$ cat config.mk
export PLATFORM = sky130hd
export DESIGN_NAME = ivfr_top
export DESIGN_NICKNAME = d
export VERILOG_FILES = /design/src/ivfr_pkg.sv /design/src/ivfr_retry_timer.sv /design/src/ivfr_top.sv
export SDC_FILE = /design/constraint.sdc
export NUM_CORES = 1
export LEC_CHECK = 0
export ABC_AREA = 1
export BUFFER_PORTS_ARGS = -buffer_cell sky130_fd_sc_hd__buf_2
export CORE_MARGIN = 2
export CORE_UTILIZATION = 45
export DETAILED_ROUTE_END_ITERATION = 10
export HOLD_SLACK_MARGIN = 0.08
export PLACE_DENSITY_LB_ADDON = 0.08
export SLEW_MARGIN = 20
export SYNTH_ARGS = -nofsm -noshare
export SYNTH_HDL_FRONTEND = slang
export SYNTH_SLANG_ARGS = --single-unit
$ cat constraint.sdc
create_clock -name clk -period 3.3 [get_ports clk]
set_clock_uncertainty 0.05 [all_clocks]
set_input_delay 0.66 -clock clk [delete_from_list [all_inputs] [get_ports clk]]
set_output_delay 0.66 -clock clk [all_outputs]
set_load 0.1 [all_outputs]
$ cat src/ivfr_pkg.sv
// package for the input-voltage fault reaction block
// holds command codes, field positions, reset values, timing and carrier types
package ivfr_pkg;

  // ==========================================================================
  // command codes
  localparam logic [7:0] CMD_OV_FAULT_THRESHOLD = 8'h55;
  localparam logic [7:0] CMD_OV_FAULT_REACTION = 8'h56;
  localparam logic [7:0] CMD_OV_WARN_THRESHOLD = 8'h57;
  localparam logic [7:0] CMD_UV_WARN_THRESHOLD = 8'h58;
  localparam logic [7:0] CMD_UV_FAULT_THRESHOLD = 8'h59;
  localparam logic [7:0] CMD_UV_FAULT_REACTION = 8'h5a;

  // ==========================================================================
  // reaction byte fields
  localparam int MODE_HI = 7;
  localparam int MODE_LO = 6;
  localparam int COUNT_HI = 5;
  localparam int COUNT_LO = 3;
  localparam int TIME_HI = 2;
  localparam int TIME_LO = 0;
  localparam logic [1:0] MODE_RETRY = 2'h2;
  localparam logic [1:0] MODE_RESUME = 2'h3;
  localparam logic [2:0] COUNT_NONE = 3'h0;
  localparam logic [2:0] COUNT_FOREVER = 3'h7;

  // ==========================================================================
  // reset values
  localparam logic [7:0] RST_OV_FAULT_REACTION = 8'hc0;
  localparam logic [7:0] RST_UV_FAULT_REACTION = 8'hc0;
  localparam logic [15:0] RST_OV_FAULT_THRESHOLD = 16'hffff;
  localparam logic [15:0] RST_OV_WARN_THRESHOLD = 16'hffff;
  localparam logic [15:0] RST_UV_WARN_THRESHOLD = 16'h0000;
  localparam logic [15:0] RST_UV_FAULT_THRESHOLD = 16'h0000;

  // ==========================================================================
  // timing
  localparam int CLK_MHZ = 100;
  localparam int RETRY_STEP_MS = 35;
  localparam int RETRY_STEP_CYCLES = RETRY_STEP_MS * CLK_MHZ * 1000;

  // ==========================================================================
  // types
  typedef enum logic [1:0] {ST_RUN, ST_DELAY, ST_LATCH, ST_RESUME} ivfr_state_t;

  typedef struct packed {
    logic valid;
    logic write;
    logic word;
    logic [7:0] code;
    logic [15:0] data;
  } ivfr_cmd_t;

  typedef struct packed {
    logic valid;
    logic error;
    logic [15:0] data;
  } ivfr_rsp_t;

endpackage : ivfr_pkg

$ cat src/ivfr_retry_timer.sv
// retry delay timer: counts a number of fixed-length steps, then pulses
// assumes a free-running clk and a clock enable that freezes it
`timescale 1ns/100ps
`default_nettype none

module ivfr_retry_timer
  import ivfr_pkg::*;
#(
  parameter int STEP_CYCLES = RETRY_STEP_CYCLES
) (
  input wire logic clk,
  input wire logic rst,
  input wire logic ce,
  input wire logic start,
  input wire logic abort,
  input wire logic [3:0] steps,
  output logic busy,
  output logic expired
);

  // ==========================================================================
  // counters
  logic [31:0] pre;
  logic [3:0] remaining;
  wire logic pre_wrap = (pre == 32'(STEP_CYCLES - 1));
  wire logic last_step = pre_wrap && (remaining == 4'h1);

  always_ff @(posedge clk) begin
    if (rst) begin
      pre <= 32'h0;
      remaining <= 4'h0;
      busy <= 1'b0;
      expired <= 1'b0;
    end else if (ce) begin
      expired <= 1'b0;
      if (start) begin
        pre <= 32'h0;
        remaining <= steps;
        busy <= 1'b1;
      end else if (abort) begin
        busy <= 1'b0;
        remaining <= 4'h0;
      end else if (busy) begin
        pre <= pre_wrap ? 32'h0 : pre + 32'h1;
        if (pre_wrap) begin
          remaining <= remaining - 4'h1;
        end
        if (last_step) begin
          busy <= 1'b0;
          expired <= 1'b1;
        end
      end
    end
  end
endmodule : ivfr_retry_timer
`default_nettype wire

$ cat src/ivfr_top.sv
// input-voltage fault reaction: thresholds, reaction bytes, retry and resume control
// assumes commands arrive already decoded from the serial link, and vin in the
// same linear encoding and exponent as the thresholds
`timescale 1ns/100ps
`default_nettype none

// Summary of operation
// - retry mode: switch off, then restart per count
// - over-voltage resume below the warning threshold
// - under-voltage resume above the warning threshold
// - any reaction pulls alert low, sets flag
// - count zero: stay off until cleared
// - count seven: retry without any limit
// - otherwise retry exactly the programmed count
// - retry spacing is (time plus one) times 35ms
// - word over-voltage warning threshold at 0x57
// - word under-voltage warning threshold at 0x58
// - word under-voltage fault threshold at 0x59
// - over-voltage reaction byte at 0x56
// - under-voltage reaction byte at 0x5a
// - word over-voltage fault threshold at 0x55
module ivfr_top
  import ivfr_pkg::*;
#(
  parameter int STEP_CYCLES = RETRY_STEP_CYCLES,
  parameter int CHANNELS = 2
) (
  input wire logic clk,
  input wire logic rst,
  input wire logic ce,
  input wire ivfr_cmd_t cmd,
  output ivfr_rsp_t rsp,
  input wire logic [15:0] vin,
  input wire logic enable_req,
  input wire logic other_shutdown,
  input wire logic clear_faults,
  output logic power_enable,
  output logic alert_line_n,
  output logic ov_fault_flag,
  output logic uv_fault_flag,
  output logic ov_warning,
  output logic uv_warning
);

  // ==========================================================================
  // command decode
  logic [15:0] ov_fault_threshold;
  logic [15:0] ov_warn_threshold;
  logic [15:0] uv_warn_threshold;
  logic [15:0] uv_fault_threshold;
  logic [7:0] ov_reaction;
  logic [7:0] uv_reaction;

  wire logic hit_ovf = (cmd.code == CMD_OV_FAULT_THRESHOLD);
  wire logic hit_ovw = (cmd.code == CMD_OV_WARN_THRESHOLD);
  wire logic hit_uvw = (cmd.code == CMD_UV_WARN_THRESHOLD);
  wire logic hit_uvf = (cmd.code == CMD_UV_FAULT_THRESHOLD);
  wire logic hit_ovr = (cmd.code == CMD_OV_FAULT_REACTION);
  wire logic hit_uvr = (cmd.code == CMD_UV_FAULT_REACTION);
  wire logic hit_word = hit_ovf || hit_ovw || hit_uvw || hit_uvf;
  wire logic hit_byte = hit_ovr || hit_uvr;
  // transfer size must match the command: words for thresholds, bytes for reactions
  wire logic size_ok = (hit_word && cmd.word) || (hit_byte && !cmd.word);
  wire logic take = ce && cmd.valid && size_ok;
  wire logic wr = take && cmd.write;

  wire logic [15:0] rd_word =
    hit_ovf ? ov_fault_threshold :
    hit_ovw ? ov_warn_threshold :
    hit_uvw ? uv_warn_threshold :
    hit_uvf ? uv_fault_threshold : 16'h0000;
  wire logic [15:0] rd_byte =
    hit_ovr ? {8'h00, ov_reaction} :
    hit_uvr ? {8'h00, uv_reaction} : 16'h0000;
  wire logic [15:0] rd_data = cmd.word ? rd_word : rd_byte;

  // ==========================================================================
  // register file
  always_ff @(posedge clk) begin
    if (rst) begin
      ov_fault_threshold <= RST_OV_FAULT_THRESHOLD;
      ov_warn_threshold <= RST_OV_WARN_THRESHOLD;
      uv_warn_threshold <= RST_UV_WARN_THRESHOLD;
      uv_fault_threshold <= RST_UV_FAULT_THRESHOLD;
      ov_reaction <= RST_OV_FAULT_REACTION;
      uv_reaction <= RST_UV_FAULT_REACTION;
    end else if (wr) begin
      if (hit_ovf) ov_fault_threshold <= cmd.data;
      if (hit_ovw) ov_warn_threshold <= cmd.data;
      if (hit_uvw) uv_warn_threshold <= cmd.data;
      if (hit_uvf) uv_fault_threshold <= cmd.data;
      if (hit_ovr) ov_reaction <= cmd.data[7:0];
      if (hit_uvr) uv_reaction <= cmd.data[7:0];
    end
  end

  always_ff @(posedge clk) begin
    if (rst) begin
      rsp <= '0;
    end else if (ce) begin
      rsp.valid <= cmd.valid;
      rsp.error <= cmd.valid && !size_ok;
      rsp.data <= (cmd.valid && !cmd.write && size_ok) ? rd_data : 16'h0000;
    end
  end

  // ==========================================================================
  // comparators, channel 0 is over-voltage, channel 1 under-voltage
  logic [CHANNELS-1:0] fault_cond;
  logic [CHANNELS-1:0] recover_cond;
  logic [7:0] reaction [CHANNELS];
  assign fault_cond[0] = (vin > ov_fault_threshold);
  assign fault_cond[1] = (vin < uv_fault_threshold);
  assign recover_cond[0] = (vin < ov_warn_threshold);
  assign recover_cond[1] = (vin > uv_warn_threshold);
  assign reaction[0] = ov_reaction;
  assign reaction[1] = uv_reaction;

  // ==========================================================================
  // per-channel reaction control
  ivfr_state_t st [CHANNELS];
  ivfr_state_t next_st [CHANNELS];
  logic [2:0] attempts [CHANNELS];
  logic [2:0] next_attempts [CHANNELS];
  logic [CHANNELS-1:0] event_hit;
  logic [CHANNELS-1:0] tmr_start;
  logic [CHANNELS-1:0] tmr_abort;
  logic [CHANNELS-1:0] tmr_expired;
  logic [CHANNELS-1:0] flag;
  logic [CHANNELS-1:0] next_ok;

  genvar gi;
  generate
    for (gi = 0; gi < CHANNELS; gi++) begin : g_ch
      wire logic [1:0] mode = reaction[gi][MODE_HI:MODE_LO];
      wire logic [2:0] count = reaction[gi][COUNT_HI:COUNT_LO];
      wire logic [3:0] steps = {1'b0, reaction[gi][TIME_HI:TIME_LO]} + 4'h1;
      wire logic forever_mode = (count == COUNT_FOREVER);
      wire logic spent = (attempts[gi] + 3'h1 >= count);
      wire logic retry_again = tmr_expired[gi] && fault_cond[gi] && (forever_mode || !spent);

      // a fault is only acted on while this channel is in ST_RUN and enable_req is high
      assign event_hit[gi] = (st[gi] == ST_RUN) && enable_req && fault_cond[gi];
      assign next_ok[gi] = (next_st[gi] == ST_RUN);
      assign tmr_start[gi] = (next_st[gi] == ST_DELAY) &&
        (((st[gi] == ST_RUN) && event_hit[gi]) || ((st[gi] == ST_DELAY) && retry_again));
      assign tmr_abort[gi] = (st[gi] == ST_DELAY) && (next_st[gi] != ST_DELAY);

      always_comb begin
        next_st[gi] = st[gi];
        next_attempts[gi] = attempts[gi];
        if (other_shutdown && (st[gi] == ST_DELAY)) begin
          next_st[gi] = ST_LATCH;
        end else if (clear_faults && (st[gi] == ST_LATCH)) begin
          next_st[gi] = ST_RUN;
          next_attempts[gi] = 3'h0;
        end else if (!enable_req && (st[gi] == ST_DELAY)) begin
          next_st[gi] = ST_RUN;
          next_attempts[gi] = 3'h0;
        end else begin
          unique case (st[gi])
            ST_RUN: begin
              if (event_hit[gi] && (mode == MODE_RETRY)) begin
                next_st[gi] = (count == COUNT_NONE) ? ST_LATCH : ST_DELAY;
              end else if (event_hit[gi] && (mode == MODE_RESUME)) begin
                next_st[gi] = ST_RESUME;
              end
              // reserved modes flag the fault and keep the output running
            end
            ST_DELAY: begin
              if (tmr_expired[gi] && !fault_cond[gi]) begin
                next_st[gi] = ST_RUN;
                next_attempts[gi] = 3'h0;
              end else if (retry_again) begin
                next_attempts[gi] = forever_mode ? attempts[gi] : attempts[gi] + 3'h1;
              end else if (tmr_expired[gi]) begin
                next_st[gi] = ST_LATCH;
              end
            end
            ST_LATCH: begin
            end
            ST_RESUME: begin
              if (recover_cond[gi]) begin
                next_st[gi] = ST_RUN;
              end
            end
          endcase
        end
      end

      always_ff @(posedge clk) begin
        if (rst) begin
          st[gi] <= ST_RUN;
          attempts[gi] <= 3'h0;
          flag[gi] <= 1'b0;
        end else if (ce) begin
          st[gi] <= next_st[gi];
          attempts[gi] <= next_attempts[gi];
          // a new fault wins over a clear in the same cycle
          flag[gi] <= event_hit[gi] || (flag[gi] && !clear_faults);
        end
      end

      ivfr_retry_timer #(
        .STEP_CYCLES(STEP_CYCLES)
      ) u_timer (
        .clk(clk),
        .rst(rst),
        .ce(ce),
        .start(tmr_start[gi]),
        .abort(tmr_abort[gi]),
        .steps(steps),
        .busy(),
        .expired(tmr_expired[gi])
      );
    end
  endgenerate

  // ==========================================================================
  // outputs
  wire logic next_power = enable_req && (&next_ok);
  wire logic next_alert_n = !(|event_hit || (|flag && !clear_faults));

  always_ff @(posedge clk) begin
    if (rst) begin
      power_enable <= 1'b0;
      alert_line_n <= 1'b1;
      ov_fault_flag <= 1'b0;
      uv_fault_flag <= 1'b0;
      ov_warning <= 1'b0;
      uv_warning <= 1'b0;
    end else if (ce) begin
      power_enable <= next_power;
      alert_line_n <= next_alert_n;
      ov_fault_flag <= event_hit[0] || (flag[0] && !clear_faults);
      uv_fault_flag <= event_hit[1] || (flag[1] && !clear_faults);
      ov_warning <= !recover_cond[0];
      uv_warning <= !recover_cond[1];
    end
  end
endmodule : ivfr_top
`default_nettype wire

-- After elaboration in Yosys (flattened, before gate mapping)
Memory sizes are Yosys's and may differ from the RTL's.
Cells that the tools add are included.
- reduce and logical (&&, ||, !) cells: 91
- eq/ne operators: 28
- bitwise operators: 4
- mux-type cells: 85
- add/subtract/negate cells: 8
- order comparisons: 6
- operator list (operator ; number):
    $mux 32 ; 8
    $mux 16 ; 6
    $add 32x1->32 const B ; 2
    $eq 32x22->1 const B ; 2
    $eq 8x7->1 const B ; 6
    $mux 3 ; 16
    $mux 2 ; 22
    $logic_and 1x1->1 ; 42
    $gt 16x16->1 ; 2
    $lt 16x16->1 ; 2
    $mux 4 ; 8
    $mux 1 ; 21
    $eq 2x2->1 const B ; 8
    $mux 8 ; 2
    $reduce_and 2->1 ; 7
    $logic_not 1->1 ; 12
    $logic_or 1x1->1 ; 12
    $pmux 2 s3 ; 2
    $reduce_and 3->1 ; 4
    $reduce_bool 3->1 ; 4
    $add 3x1->4 const B ; 2
    $eq 2x1->1 const B ; 4
    $eq 4x1->1 const B ; 2
    $logic_not 2->1 ; 4
    other kinds (9) ; 22
- memories: 2
- input port bits: 49
- memory bits (writable): 10
- logic and storage cells: 247
- output and inout bits: 24
- bits in registers: 180
- memories (memory ; depth ; bits a word ; rd ports ; clocked after Yosys merged registers in ; wr ports ; line ; source):
    attempts ; 2 ; 3 ; 2 ; 0 ; 2 ; ivfr_top.sv:123 ; logic [2:0] attempts [CHANNELS];
    st ; 2 ; 2 ; 2 ; 0 ; 2 ; ivfr_top.sv:121 ; ivfr_state_t st [CHANNELS];

-- Logic depth before layout (Yosys ltp)
An unclocked memory read counts as a cell.
- depth in word-level cells: 16
- depth in mapped cells: 24

-- By module
From an unflattened synthesis, not the netlist that was laid out.
- cells, all modules: 1743
- area, all modules: 12000.3 um^2
- modules (own cells, without submodules) (module ; instances ; cells each ; area an instance (um^2)):
    ivfr_top ; 1 ; 919 ; 6930.4
    ivfr_retry_timer ; 2 ; 412 ; 2534.9

-- Least setup slack after synthesis
No wires, ideal clock.
- path kind: in2reg
- start: input vin[15]
- end: memory attempts[1][0], enable pin
- slack: 0.545 ns
- path buffers: 0
- arrival: 2.322 ns
- setup time: 0.383 ns
- stages on the path: 8
- cells stage by stage: ha_1 > nand2_1 > or2_0 > nand3_1 > a21oi_2 > o21ai_0 > a21oi_1 > a2111oi_0
- RTL lines (what ; line ; source):
    start: declaration ; ivfr_top.sv:33 ; input wire logic [15:0] vin,
    end: declaration ; ivfr_top.sv:123 ;

==> flow_metrics.py <==
metrics = {
    "synthesis": {
        "synth_cell_types": 55,
        "syn-num-nets": 1955,
        "synth_area_leaders": "dfxtp_1 (29%), nand2_1 (11%), inv_1 (9.5%)",
        "yosysSeqAreaShare_pct": 31.4,
        "synth_largest_area_cell": "dfxtp_1",
        "ys_async_sr_fraction_pct": 0,
        "synth-seq-cells": 190,
        "synth_top_area_share_pct": 29.0,
        "avgSynthCellArea_um2": 6.80,
        "synthCells": 1828,
        "ys_warn_count": 0,
        "syn_area_mm2": 0.0124,
        "synth_edf_count": 10,
        "synthFlopType": "dfxtp_1",
    },
    "setup_path": {
        "critPathMaxStageDelay_ns": 0.38,
        "path_common_cell": "nand2_1",
        "end_kind": "register",
        "cp_max_fo": 34,
        "path_cells": "ha_1 > inv_1 > or2_2 > nand2_1 > ha_1 > a21oi_1 > o211ai_1 > nand2_1 > inv_1 > nor2_1 > nand3_1 > nand2_1 > nand2_1 > nand3_1 > nand2_1 > inv_2 > nand3_1 > nand2_4 > nand3_2 > buf_12 > nand2_1 > a21oi_1",
        "worst_ep_required_time_ns": 3.54,
        "reg2reg_slack_ns": 0.24,
        "cp-start-kind": "register",
        "worstSetupPathType": "register to register",
        "worstPathArrival_ns": 3.30,
        "cpMaxStageDelayCell": "edfxtp_1",
    },
    "die": {
        "start_util_pct": 46.0,
        "die-area_mm2": 0.0290,
        "die_x_um": 170,
        "ios": 73,
        "num_rows": 60,
        "dieHeight_um": 170,
        "core_area_mm2": 0.0270,
    },
    "grt": {
        "antenna_found_initial": 0,
        "grt_pass1_vias": 11328,
        "grt_max_degree": 88,
        "gr-total-overflow": 0,
        "grt_first_pass_wirelength_um": 57800,
        "grt_use_total_pct": 24.7,
    },
    "outcome": {
        "status": "finished, final reports clean",
    },
    "layout": {
        "multi_input_area_mm2": 0.00696,
        "layout-drive-gt1-share_pct": 11.5,
        "area_growth_pct": 13.1,
        "n_antenna_cell": 0,
        "layout_common_cells": "nand2_1 (372), inv_1 (316), dfxtp_1 (180)",
        "fillCellCount": 2747,
        "layout.nets": 2020,
        "layout.cells.non_filler": 2247,
        "final_common_cell": "nand2_1",
        "seq_area_mm2": 0.00390,
    },
    "sta": {
        "rsz0062_at_grt": "no",
        "finalMaxSlewViolations": 0,
        "finalHoldViolations": 0,
        "relSlewSlack_pct": 37.0,
        "finalSetupViolations": 0,
        "tightest_slew_ns": 0.945,
        "tns_ns": 0,
        "min_period_ns": 3.06,
        "fin_crit_sh_pct": 92.6,
        "fmax_mhz": 327,
    },
    "routing": {
        "viasPerCell": 5.36,
        "drt_iter0_drc": 702,
        "drc": 0,
        "antenna_left": 0,
        "wl_per_cell_um": 16.0,
        "dr.pass1.iters": 5,
        "via_count": 12050,
        "wl_um": 35900,
    },
    "power": {
        "ir_worst_vdd_mv": 0.349,
        "p_per_area_mw_per_mm2": 356,
        "leakagePower_nw": 6.77,
    },
    "clock_network": {
        "cts_tree": "built",
        "htreeDepth": 4,
        "numClockSinks": 190,
        "clk_pin_slew_ns": 0.08,
        "cts_inserted_buffers": 17,
        "clock_latency_ns": 0.45,
        "root_buffer": "clkbuf_16",
        "ctsLongestPathBuffers": 2,
        "ctsHoldBuffers": 0,
    },
    "hold_path": {
        "min-delay-path-class": "register to register",
    },
    "flow_run": {
        "maxCapViolCount": 0,
    },
    "place": {
        "dp_hpwl_um": 25300,
        "io_buffers": 72,
        "post-place-cells": 2203,
        "place.gp.congestion": 0.895,
    },
}
kinds of logic after synthesis:
logic type	count (synthesis)	synth area share [%]
adder cells (fa/ha/maj)	78	7.85
XOR/XNOR	45	3.17
flip-flops	190	31.4
AND/OR/NAND/NOR	766	28.7
buffers and inverters	410	12.9
AO/OA/AOI/OAI	339	15.9
per-layer routing:
layer / global-route usage, % / vias to the layer above / share of wire, %
li1: - / 6174 / -
met4: 6.95 / 0 / 2.1
met3: 2.98 / 52 / 3.2
met5: 0 / - / 0
met2: 42.8 / 254 / 48
met1: 32.4 / 5570 / 47
synth_stat cells, drive strengths merged, types with 3 or more instances:
master / instances
nand2: 384
inv: 328
dfxtp: 180
a21oi: 146
nor2: 142
nand4: 102
o21ai: 91
ha: 78
nand3: 61
nor3: 49
o211ai: 48
clkbuf: 41
buf: 38
xor2: 36
nor4: 16
o221ai: 13
a211oi: 11
o22ai: 11
edfxtp: 10
xnor2: 9
a221oi: 4
a31oi: 4
nor3b: 4
or2: 4
clkinv: 3
power by group:
part	switching, mW	internal [mW]
Combinational	0.342	0.165
Sequential	0.0154	2.33
Clock	1.05	1.10
repair_timing:
item                       CTS  global route
setup buffers                0             6
gates resized for setup      0            13
setup endpoints to repair    0            51
worst max-delay path: cells and delay by family, from the launching register on:
kind	cells	cell delay [ns]
and+or+nand+nor	13	1.37
adders and majority gates	2	0.40
buffers and inverters	4	0.40
DFF	1	0.38
AOI/OAI and AO/OA	3	0.31
registers in the layout, indices dropped and copies added, names as in the netlist, 2 cells and up:
name                    flops
attempts                    6
g_ch.u_timer.busy           2
g_ch.u_timer.expired        2
g_ch.u_timer.pre           64
g_ch.u_timer.remaining      8
ov_fault_threshold         16
ov_reaction                 8
ov_warn_threshold          16
rsp                        18
st                          4
uv_fault_threshold         16
uv_reaction                 8
uv_warn_threshold          16
final cells by class:
type	count	share of cell area [%]
inverter	331	8.84
sequential	190	27.8
tap	341	3.03
timing repair buffer	125	6.64
clock buffer	19	3.15
multi-input combinational	1228	49.5
clock inverter	13	1.07
worst paths after layout:
| path | from | endpoint | depth (start not counted) |
|---|---|---|---|
| worst max-delay path | attempts[0][0] | g_ch[0].u_timer.pre[18] | 22 |
| worst min-delay path | rsp[17] | rsp[17] | 2 |
| worst max register to register | attempts[0][0] | g_ch[0].u_timer.pre[18] | 22 |
| worst min register to register | rsp[17] | rsp[17] | 2 |
stage by stage:
step / cell area, µm² / worst slack [ns] / utilization [%] / hold WS [ns] / total power [mW]
2_1_floorplan: 12400 / 0.545 / - / 0.396 / 2.71
3_3_place_gp: 13300 / 0.107 / 49.0 / 0.381 / 2.88
3_5_place_dp: 13300 / 0.0745 / 49.0 / 0.384 / 2.88
4_1_cts: 13800 / 0.233 / 51.2 / 0.402 / 5.03
5_1_grt: 14100 / 0.0000968 / 52.0 / 0.437 / 5.21
6_report: 14100 / 0.244 / 52.0 / 0.398 / 5.01
Power figures use the tool's default switching activity.
